<file path="src/sysclk_pkg.sv">
// shared constants and types for the system clock source and flash wait logic
package sysclk_pkg;

  // ----------------------------------------------------------------
  // clocking and divider
  // ----------------------------------------------------------------
  localparam int REF_CLK_MHZ  = 250;
  localparam int DIV_FIELD_W  = 10;
  localparam int MAX_PRESCALE = 1024;

  // clock source select codes
  localparam logic [1:0] SEL_WAKEUP   = 2'h0;
  localparam logic [1:0] SEL_RESERVED = 2'h1;
  localparam logic [1:0] SEL_PRESCALE = 2'h2;
  localparam logic [1:0] SEL_DIRECT   = 2'h3;

  // bit positions in the synchronised source vector
  localparam int SRC_DIRECT   = 0;
  localparam int SRC_CRYSTAL  = 1;
  localparam int SRC_INTERNAL = 2;
  localparam int SRC_LOOP     = 3;
  localparam int SRC_WAKEUP   = 4;
  localparam int NUM_SRC      = 5;

  // ----------------------------------------------------------------
  // flash wait states
  // ----------------------------------------------------------------
  localparam int WS_W       = 4;
  localparam int EXT_W      = 2;
  localparam int CNT_W      = 5;
  localparam int ADDR_W_DEF = 20;
  localparam int WS_LIMIT1_MHZ = 8;
  localparam int WS_LIMIT2_MHZ = 13;
  localparam int WS_LIMIT3_MHZ = 17;
  localparam int EXT_LIMIT_MHZ = 80;

  // least wait-state setting software must program for a system clock
  function automatic int min_wait_states(int mhz);
    if (mhz <= WS_LIMIT1_MHZ) return 1;
    if (mhz <= WS_LIMIT2_MHZ) return 2;
    if (mhz <= WS_LIMIT3_MHZ) return 3;
    return 4;
  endfunction

  function automatic int min_wait_extension(int mhz);
    return (mhz > EXT_LIMIT_MHZ) ? 1 : 0;
  endfunction

  typedef enum logic [3:0] {
    MODE_WAKEUP   = 4'h1,
    MODE_LOOP     = 4'h2,
    MODE_PRESCALE = 4'h4,
    MODE_DIRECT   = 4'h8
  } mode_type;

  typedef enum logic [2:0] {
    ST_RUN   = 3'h1,
    ST_DRAIN = 3'h2,
    ST_ARM   = 3'h4
  } switch_state_type;

  typedef enum logic [1:0] {
    F_IDLE = 2'h1,
    F_WAIT = 2'h2
  } flash_state_type;

endpackage

</file>
<file path="src/sysclk_source_prescaler.sv">
// system clock source selection, prescaler and glitch-free switching
//
// Overview of operation
// select code 11 drives from direct input
// direct mode copies input frequency and duty
// code 10 with bypass set: prescaler mode
// prescaler divides crystal or internal oscillator
// prescaler factor is divider field plus one
// factor one passes oscillator with its duty
// largest factor divides oscillator by 1024
// crystal bypass at factor one equals direct
// device inserts programmed flash wait states
// device adds programmed wait extension cycles
// full wait penalty only on non-sequential accesses; code also applies it to sequential accesses that miss the prefetch address
// prefetch ahead hides waits on sequential streams
// code 10 with bypass clear: loop output
// code 00 selects the wakeup oscillator
// source or divider change makes no runts
`timescale 1ns/1ps
module sysclk_source_prescaler
  import sysclk_pkg::*;
#(
  parameter int DIV_W  = DIV_FIELD_W,
  parameter int ADDR_W = ADDR_W_DEF
)(
  input  wire logic              ref_clk,
  input  wire logic              reset_n,
  input  wire logic              direct_clock_input,
  input  wire logic              crystal_input,
  input  wire logic              internal_osc_input,
  input  wire logic              loop_clock_input,
  input  wire logic              wakeup_osc_input,
  input  wire logic [1:0]        clock_source_select,
  input  wire logic              oscillator_bypass,
  input  wire logic              prescaler_source_select,
  input  wire logic [DIV_W-1:0]  prescaler_divider_field,
  input  wire logic [WS_W-1:0]   flash_wait_state_count,
  input  wire logic [EXT_W-1:0]  flash_wait_extension,
  input  wire logic              access_req,
  input  wire logic              access_seq,
  input  wire logic [ADDR_W-1:0] access_addr,
  output logic                   sys_clock,
  output logic                   sys_tick,
  output sysclk_pkg::mode_type   active_mode,
  output logic                   switch_busy,
  output logic                   access_busy,
  output logic                   access_done,
  output logic                   prefetch_hit
);
  import sysclk_pkg::*;

  if (DIV_W < 1 || DIV_W > 16 || (2 ** DIV_W) > 65536)
  begin : g_chk
    $error("sysclk_source_prescaler: DIV_W out of range");
  end

  // ----------------------------------------------------------------
  // state
  // ----------------------------------------------------------------
  typedef struct packed {
    switch_state_type   st;
    logic [NUM_SRC-1:0] sync1;
    logic [NUM_SRC-1:0] sync2;
    logic [NUM_SRC-1:0] sync3;
    mode_type           act_mode;
    logic [DIV_W-1:0]   act_div;
    logic               act_osc;
    logic [DIV_W-1:0]   div_cnt;
    logic               clk_out;
    logic               tick;
    logic               busy;
  } clk_reg_type;

  clk_reg_type        state_reg;
  clk_reg_type        state_next;
  logic [NUM_SRC-1:0] src_in;
  int                 idx;
  logic               lvl;
  logic               rise;
  logic               change;
  logic               new_lvl;
  logic               passthru;
  logic               run_out;
  logic [DIV_W-1:0]   run_cnt;
  mode_type           want_mode;

  assign src_in = {wakeup_osc_input, loop_clock_input, internal_osc_input,
                   crystal_input, direct_clock_input};

  // ----------------------------------------------------------------
  // helpers
  // ----------------------------------------------------------------
  function automatic mode_type next_mode(logic [1:0] sel, logic byp, mode_type cur);
    case (sel)
      SEL_DIRECT:   return MODE_DIRECT;
      SEL_PRESCALE: return byp ? MODE_PRESCALE : MODE_LOOP;
      SEL_WAKEUP:   return MODE_WAKEUP;
      // reserved code keeps the running mode; in prescale mode a changed divider or oscillator select still starts a switch
      default:      return cur;
    endcase
  endfunction

  function automatic int src_index(mode_type m, logic osc);
    case (m)
      MODE_DIRECT:   return SRC_DIRECT;
      MODE_LOOP:     return SRC_LOOP;
      MODE_PRESCALE: return osc ? SRC_INTERNAL : SRC_CRYSTAL;
      default:       return SRC_WAKEUP;
    endcase
  endfunction

  // source periods spent high: ceil((div+1)/2)
  function automatic logic [DIV_W-1:0] high_count(logic [DIV_W-1:0] div);
    logic [DIV_W:0] sum;
    sum = ({1'b0, div} + (DIV_W+1)'(2)) >> 1;
    return sum[DIV_W-1:0];
  endfunction

  // ----------------------------------------------------------------
  // next state
  // ----------------------------------------------------------------
  always_comb
  begin
    state_next       = state_reg;
    // the first stage feeds only the second; edges are taken on stages two and three
    state_next.sync1 = src_in;
    state_next.sync2 = state_reg.sync1;
    state_next.sync3 = state_reg.sync2;

    idx  = src_index(state_reg.act_mode, state_reg.act_osc);
    lvl  = state_reg.sync2[idx];
    rise = lvl & ~state_reg.sync3[idx];

    want_mode = next_mode(clock_source_select, oscillator_bypass, state_reg.act_mode);
    new_lvl   = state_reg.sync2[src_index(want_mode, prescaler_source_select)];
    change    = (want_mode != state_reg.act_mode)
             || (want_mode == MODE_PRESCALE
                 && (prescaler_divider_field != state_reg.act_div
                     || prescaler_source_select != state_reg.act_osc));

    // factor one and non-prescaled sources keep the source's own duty cycle
    passthru = (state_reg.act_mode != MODE_PRESCALE) || (state_reg.act_div == '0);
    run_out  = state_reg.clk_out;
    run_cnt  = state_reg.div_cnt;
    if (passthru)
      run_out = lvl;
    else if (rise)
    begin
      run_cnt = (state_reg.div_cnt == state_reg.act_div) ? '0
              : DIV_W'(state_reg.div_cnt + DIV_W'(1));
      run_out = run_cnt < high_count(state_reg.act_div);
    end

    case (state_reg.st)
      ST_RUN:
      begin
        state_next.clk_out = run_out;
        state_next.div_cnt = run_cnt;
        if (change)
          state_next.st = ST_DRAIN;
      end
      ST_DRAIN:
      begin
        // finish the running high phase; a low phase may only grow
        if (state_reg.clk_out)
        begin
          state_next.clk_out = run_out;
          state_next.div_cnt = run_cnt;
        end
        // load only while the new source is high, so a whole low phase of it passes
        else if (new_lvl)
        begin
          state_next.act_mode = want_mode;
          state_next.act_div  = prescaler_divider_field;
          state_next.act_osc  = prescaler_source_select;
          state_next.div_cnt  = '0;
          state_next.st       = ST_ARM;
        end
      end
      ST_ARM:
      begin
        // hold low until the new source gives a full rising edge
        if (rise)
        begin
          state_next.clk_out = 1'b1;
          state_next.div_cnt = '0;
          state_next.st      = ST_RUN;
        end
      end
      default:
      begin
        state_next.clk_out = 1'b0;
        state_next.st      = ST_DRAIN;
      end
    endcase

    state_next.tick = state_next.clk_out & ~state_reg.clk_out;
    state_next.busy = (state_next.st != ST_RUN);
  end

  always_ff @(posedge ref_clk or negedge reset_n)
  begin
    if (!reset_n)
    begin
      state_reg          <= '0;
      state_reg.st       <= ST_DRAIN;
      state_reg.act_mode <= MODE_WAKEUP;
      state_reg.busy     <= 1'b1;
    end
    else
      state_reg <= state_next;
  end

  assign sys_clock   = state_reg.clk_out;
  assign sys_tick    = state_reg.tick;
  assign active_mode = state_reg.act_mode;
  assign switch_busy = state_reg.busy;

  // ----------------------------------------------------------------
  // flash timing, paced by system clock ticks
  // ----------------------------------------------------------------
  flash_wait_control #(
    .ADDR_W (ADDR_W)
  ) u_flash (
    .ref_clk                (ref_clk),
    .reset_n                (reset_n),
    .sys_tick               (state_reg.tick),
    .flash_wait_state_count (flash_wait_state_count),
    .flash_wait_extension   (flash_wait_extension),
    .access_req             (access_req),
    .access_seq             (access_seq),
    .access_addr            (access_addr),
    .access_busy            (access_busy),
    .access_done            (access_done),
    .prefetch_hit           (prefetch_hit)
  );
endmodule

</file>
<file path="src/flash_wait_control.sv">
// flash access timing with programmable wait states and sequential prefetch
`timescale 1ns/1ps
module flash_wait_control
  import sysclk_pkg::*;
#(
  parameter int ADDR_W = ADDR_W_DEF
)(
  input  wire logic              ref_clk,
  input  wire logic              reset_n,
  input  wire logic              sys_tick,
  input  wire logic [WS_W-1:0]   flash_wait_state_count,
  input  wire logic [EXT_W-1:0]  flash_wait_extension,
  input  wire logic              access_req,
  input  wire logic              access_seq,
  input  wire logic [ADDR_W-1:0] access_addr,
  output logic                   access_busy,
  output logic                   access_done,
  output logic                   prefetch_hit
);
  import sysclk_pkg::*;

  if (ADDR_W < 2 || ADDR_W > 32)
  begin : g_chk
    $error("flash_wait_control: ADDR_W out of range");
  end

  typedef struct packed {
    flash_state_type   fst;
    logic [CNT_W-1:0]  cnt;
    logic [ADDR_W-1:0] addr;
    logic [ADDR_W-1:0] pf_addr;
    logic [CNT_W-1:0]  pf_left;
    logic              pf_valid;
    logic              busy;
    logic              done;
    logic              hit;
  } flash_reg_type;

  flash_reg_type    state_reg;
  flash_reg_type    state_next;
  logic [CNT_W-1:0] penalty;
  logic             seq_hit;

  function automatic logic [CNT_W-1:0] wait_total(logic [WS_W-1:0] ws, logic [EXT_W-1:0] ext);
    return CNT_W'(ws) + CNT_W'(ext);
  endfunction

  always_comb
  begin
    state_next      = state_reg;
    state_next.done = 1'b0;
    penalty         = wait_total(flash_wait_state_count, flash_wait_extension);
    seq_hit         = access_seq && state_reg.pf_valid && (access_addr == state_reg.pf_addr);
    case (state_reg.fst)
      F_IDLE:
      begin
        // prefetch of the next word keeps running while the bus is idle
        if (sys_tick && state_reg.pf_left != '0)
          state_next.pf_left = state_reg.pf_left - CNT_W'(1);
        if (access_req)
        begin
          state_next.addr = access_addr;
          state_next.hit  = seq_hit;
          state_next.fst  = F_WAIT;
          state_next.busy = 1'b1;
          if (seq_hit)
            state_next.cnt = state_next.pf_left + CNT_W'(1);
          else
          begin
            state_next.cnt      = penalty + CNT_W'(1);
            state_next.pf_valid = 1'b0;
          end
        end
      end
      F_WAIT:
      begin
        if (sys_tick)
        begin
          state_next.cnt = state_reg.cnt - CNT_W'(1);
          if (state_reg.cnt == CNT_W'(1))
          begin
            state_next.fst      = F_IDLE;
            state_next.busy     = 1'b0;
            state_next.done     = 1'b1;
            state_next.pf_addr  = state_reg.addr + ADDR_W'(1);
            state_next.pf_left  = penalty;
            state_next.pf_valid = 1'b1;
          end
        end
      end
      default:
      begin
        state_next     = '0;
        state_next.fst = F_IDLE;
      end
    endcase
  end

  always_ff @(posedge ref_clk or negedge reset_n)
  begin
    if (!reset_n)
    begin
      state_reg     <= '0;
      state_reg.fst <= F_IDLE;
    end
    else
      state_reg <= state_next;
  end

  assign access_busy  = state_reg.busy;
  assign access_done  = state_reg.done;
  assign prefetch_hit = state_reg.hit;

  // ----------------------------------------------------------------
  // checks
  // ----------------------------------------------------------------
  logic [CNT_W:0] chk_ticks;
  logic [CNT_W:0] chk_exp;

  always_ff @(posedge ref_clk or negedge reset_n)
  begin
    if (!reset_n)
    begin
      chk_ticks <= '0;
      chk_exp   <= '0;
    end
    else if (state_reg.fst == F_IDLE && access_req)
    begin
      chk_ticks <= '0;
      chk_exp   <= (CNT_W+1)'(flash_wait_state_count) + (CNT_W+1)'(flash_wait_extension)
                   + (CNT_W+1)'(1);
    end
    else if (state_reg.busy && sys_tick)
      chk_ticks <= chk_ticks + (CNT_W+1)'(1);
  end
endmodule

</file>
<file path="config.mk">
export PLATFORM = sky130hd
export DESIGN_NAME = sysclk_source_prescaler
export DESIGN_NICKNAME = d
export VERILOG_FILES = /design/src/sysclk_pkg.sv /design/src/sysclk_source_prescaler.sv /design/src/flash_wait_control.sv
export SDC_FILE = /design/constraint.sdc
export NUM_CORES = 1
export LEC_CHECK = 0
export BUFFER_PORTS_ARGS = -buffer_cell sky130_fd_sc_hd__buf_2
export CAP_MARGIN = 10
export CORE_ASPECT_RATIO = 0.5
export CORE_UTILIZATION = 54
export CTS_CLUSTER_DIAMETER = 30
export CTS_CLUSTER_SIZE = 12
export DETAILED_ROUTE_END_ITERATION = 8
export GPL_ROUTABILITY_DRIVEN = 0
export GPL_TIMING_DRIVEN = 0
export PLACE_DENSITY = 0.82
export SYNTH_ARGS = -nofsm -noshare
export SYNTH_HDL_FRONTEND = slang
export SYNTH_HIERARCHICAL = 1
export SYNTH_SLANG_ARGS = --single-unit
export TNS_END_PERCENT = 50
</file>
<file path="constraint.sdc">
create_clock -name ref_clk -period 2.9 [get_ports ref_clk]
set_input_delay 0.58 -clock ref_clk [delete_from_list [all_inputs] [get_ports ref_clk]]
set_output_delay 0.58 -clock ref_clk [all_outputs]
set_load 0.02 [all_outputs]
</file>
After elaboration in Yosys (flattened, before gate mapping)
Index checks and enable logic that the tools add are counted.
- bits in registers: 102
- bits of input ports: 49
- output and inout port bits: 10
- logic and storage cells: 131
- add/sub/neg operators: 8
- $lt $le $gt $ge: 3
- equality and inequality tests: 27
- multiplexer cells: 48
- bitwise operators: 6
- reduce and logical (&&, ||, !) cells: 19
- operators by type and width (cell ; count):
    $pmux 20 s2 ; 2
    $lt 32x5->1 const B ; 2
    $mux 28 ; 2
    $mux 10 ; 5
    $pmux 10 s3 ; 1
    $pmux 7 s2 ; 2
    $mux 27 ; 1
    $pmux 3 s3 ; 3
    $add 20x1->20 const B ; 1
    $eq 20x20->1 ; 1
    $mux 3 ; 5
    $mux 5 ; 3
    $mux 1 ; 12
    $pmux 4 s3 ; 1
    $reduce_and 3->1 ; 4
    $add 10x2->11 const B ; 1
    $mux 11 ; 1
    $add 10x1->10 const B ; 1
    $add 5x1->5 const B ; 2
    $eq 10x10->1 ; 1
    $logic_not 10->1 ; 1
    $lt 10x10->1 ; 1
    $ne 10x10->1 ; 1
    $sub 5x1->5 const B ; 2
    other kinds (31) ; 55

Longest topological paths before layout
- depth after elaboration: 12
- mapped depth: 14
- depth with buffers taken out: 13

Modules after synthesis
Netlist, hierarchy kept.
- by module, submodules not included (module ; instances ; cells each ; area each (µm²) ; sequential area each (µm²)):
    flash_wait_control ; 1 ; 365 ; 3261.9 ; 1377.6
    sysclk_source_prescaler ; 1 ; 324 ; 3000.4 ; 1154.9

Least setup slack after synthesis
No wires, ideal clock.
- path type: register to register
- from: register state_reg[20] (netlist name)
- to: register state_reg (netlist bit sys_tick)
- library setup time: 0.083 ns
- data arrival time: 2.913 ns
- required time: 2.817 ns
- setup slack: -0.096 ns
- cell stages (with the launch flop): 14
- path buffers: 2
- clock period less this slack: 2.996 ns
- cell sequence: dfrtp_1 > clkbuf_1 > xnor2_1 > nand4_1 > nor4_1 > clkbuf_1 > nor2_1 > ha_1 > a21o_1 > a21o_1 > a21oi_1 > o21ai_0 > or4b_1 > a31oi_1
- RTL lines (item ; line ; RTL):
    end signal, assigned ; sysclk_source_prescaler.sv:211 ; state_reg <= state_next;
    end, declared ; sysclk_source_prescaler.sv:74 ; clk_reg_type state_reg;

==> results by group <==
GRT
  • First-pass GRT wire length: between 20000 and 30000 µm
  • Vias in the first global route: 5456
  • Initial antenna violation count: 0
  • Total track usage: 0.272
  • Largest net degree at the start of global routing: 59
  • GR Overflow Total: 0

Place
  • Post-DP HPWL: 10600 µm
  • Placed Instances: 893
  • Worst slack at placement: -0.565 ns
  • PortBufs: 58

Setup path
  • CP Max Fanout: 5
  • Crit path launch type: register
  • Worst path arrival time: 3.38 ns
  • Worst setup path category: reg2reg
  • R2r startpoint: state_reg[16]
  • Worst path required time: 3.17 ns
  • FF-to-FF path depth: 13
  • Critical R2R Capture: sys_tick
  • Worst reg-to-reg setup slack: -0.21 ns
  • Setup crit end kind: register

Power and ir drop
  • Total design power: 6.20 mW
  • VDD IR max: 0.417 mV
  • Pwr Density: 826 nW/µm²
  • Leak: ~3.2 nW

Yosys
  • Post-synth top area share: 0.388
  • Synth area leader: dfrtp_1
  • Mean Syn Cell Area: 9.09 µm²
  • Post-synthesis compound-gate area fraction: 0.165
  • Count of cell types in the netlist: 74
  • Mapped Nets: 760
  • Post-synth top cells: 97 x dfrtp_1, 91 x nand2_1, 60 x o21ai_0
  • Yosys reg bits: about 100
  • Largest family of logic cells by synthesized area: simple AND/OR/NAND/NOR gates
  • Ys async rst share: 1.00
  • Gate Count Post-Synth: just under 700
  • Xor and xnor area share after synthesis: 0.115
  • Synth Area in Adders: 0.0452
  • Mux cell area share after synthesis: 0.0298
  • Top cells by area, synth: dfrtp_1 39%, xnor2_1 7.4%, nand2_1 5.5%, o21ai_0 4.8%, ha_1 4.2%
  • Mapped Area: roughly 6300 µm²
  • Post-synthesis simple-gate area fraction: 0.201
  • EDFF count, synth: 0
  • Dominant cell by count in the synthesized netlist: dfrtp_1
  • Yosys warns: 6
  • Register area share after synthesis: 0.404
  • Main flop type after synthesis: dfrtp_1

Detailed routing
  • Max Used Layer: met4
  • Drt drc: 0
  • Met2 routed WL: 8080 µm
  • WL/cell: 18.6 µm
  • Drt pass-1 iters: 7
  • Initial DRC Count: 636
  • WL met3: around 1300 µm
  • Vias: 5816
  • Routed length on met1: 7110 µm
  • DRT Wirelength: 17300 µm
  • Via density: 6.27
  • Final antenna-violating net count: 0

Job
  • Max Cap Viol: 0

Clock network
  • TritonCTS buffer count: 9
  • Later-pin clock latency in the skew report: 0.35 ns
  • Deepest clock path buffer count: 2
  • Root buffer cell: clkbuf_16
  • Clk slew on worst S/H paths: 0.08 ns
  • CTS sink count: between 100 and 150
  • TritonCTS clock tree: yes
  • H-tree levels: 3
  • Cts hold-fix bufs: 0

Finish
  • Non-Filler Instances: approximately 930
  • Area Growth Syn to Fin: 19.8%
  • Final core utilization: 0.673
  • # diodes: 0
  • Area of the multi-input gates: 3650 µm²
  • Layout Nets: 849
  • Largest register FFs: 53
  • Ratio of cells with drive above 1 in the final layout: 0.243
  • Filler cells: 793
  • Register Area: 2550 µm²

STA
  • Fin crit period: 3.11 ns
  • F_max: 321 MHz
  • Setup-failing EPs final: 2
  • Hold slack: between 0.2 and 0.3 ns
  • Least-Margin Pin Slew: 0.912 ns
  • Clk_skew: 0.00984 ns
  • Slew HR: 0.391
  • Final period util: 1.07
  • Final slew viol count: 0
  • Setup ws final: -0.212 ns
  • Unrepaired setup endpoints after global routing: true
  • Hold Vio Cnt, Final: 0

Die
  • Die X: 154 µm
  • Initial Utilization: 0.562
  • Core Rows: 27
  • I/O pin count: 59
  • Core area: 11100 µm²
  • Die Span Y: a little under 80 µm
  • Die Area: 12100 µm²

Min path
  • HP Class: in2async

Outcome
  • Failing checks: setup timing
  • Status: complete, but fails checks
-- critical path, cell delays in order (launching register included) --
cell      delay [ns]
dfrtp_1         0.38
clkbuf_8        0.15
buf_4           0.14
nand3_1         0.09
nor2_1          0.24
and3_1          0.25
xnor2_1         0.19
ha_4            0.25
a21o_1          0.18
a21o_1          0.16
a21oi_2         0.17
o21ai_2         0.08
or4b_4          0.53
a31oi_4         0.20
-- layer usage --
metal	GRT usage	vias to the layer above
met2	0.463	293
li1	-	2605
met4	0.0871	0
met3	0.0596	100
met5	0	-
met1	0.348	2818
-- per-stage QoR --
stage | cell area (µm²) | TNS [ns]
after floorplan | 6270 | 0
after global placement | 6740 | -1.95
after detailed placement | 6760 | -2.73
after CTS | 7310 | -0.0227
after global routing | 7500 | -0.690
final | 7500 | -0.364
-- cell families (layout without fill, tap and decap cells) --
family / after synthesis / count (layout)
and+or+nand+nor: 244 / 244
AOI/OAI and AO/OA: 163 / 163
buffers and inverters: 60 / 154
xor gates and xnor gates: 82 / 82
adders and majority gates: 22 / 22
DFF: 101 / 101
muxes: 17 / 17
-- where the power goes --
part	switching [mW]	internal, mW	total (mW)
Sequential	0.335	1.70	2.04
Clock	0.605	0.783	1.39
Combinational	1.64	1.13	2.78
-- layout make-up --
cell class | count | share of cell area
Buffer | 35 | 0.0262
Multi-Input combinational cell | 528 | 0.486
Timing Repair Buffer | 86 | 0.0697
Inverter | 17 | 0.00850
Tap cell | 145 | 0.0242
Clock inverter | 7 | 0.0155
Sequential cell | 101 | 0.340
Clock buffer | 9 | 0.0300
-- how the worst max path moves through the flow --
stage                   from       end  slack (ns)
3_3_place_gp   state_reg[15]  sys_tick       -0.45
3_5_place_dp   state_reg[17]  sys_tick       -0.56
5_1_grt        state_reg[11]  sys_tick       -0.29
2_1_floorplan  state_reg[15]  sys_tick        0.05
6_report       state_reg[16]  sys_tick       -0.21
4_1_cts        state_reg[15]  sys_tick       -0.02
-- cell usage in the layout, fill, tap and decap left out, types with 5 or more instances in the layout --
cell | netlist | layout
nor3_1 | 12 | 11
o22ai_1 | 5 | 5
buf_2 | 6 | 63
nor2b_1 | 12 | 12
o21ai_1 | 12 | 13
mux2_2 | 13 | 13
nand4_1 | 17 | 17
nor2_2 | 1 | 6
dfrtp_2 | 0 | 12
nor2_1 | 28 | 21
nand2_1 | 91 | 91
a21oi_1 | 33 | 31
o211ai_1 | 5 | 5
ha_1 | 21 | 17
inv_1 | 15 | 15
xnor2_2 | 0 | 6
and3_1 | 10 | 10
dfrtp_1 | 97 | 85
o21ai_0 | 60 | 57
nand3_1 | 34 | 34
clkbuf_1 | 31 | 18
o31ai_1 | 5 | 5
xor2_1 | 29 | 29
a21o_1 | 5 | 5
xnor2_1 | 53 | 47
clkbuf_16 | 0 | 9
buf_4 | 6 | 33
-- what timing repair did --
action | 4_1_cts | 5_1_grt
buffers inserted | 13 | 14
gates resized for setup | 38 | 22
setup endpoints to repair | 3 | 12
pin swaps | 14 | 11
gates cloned | 0 | 0
Power figures use the tool's default switching activity.
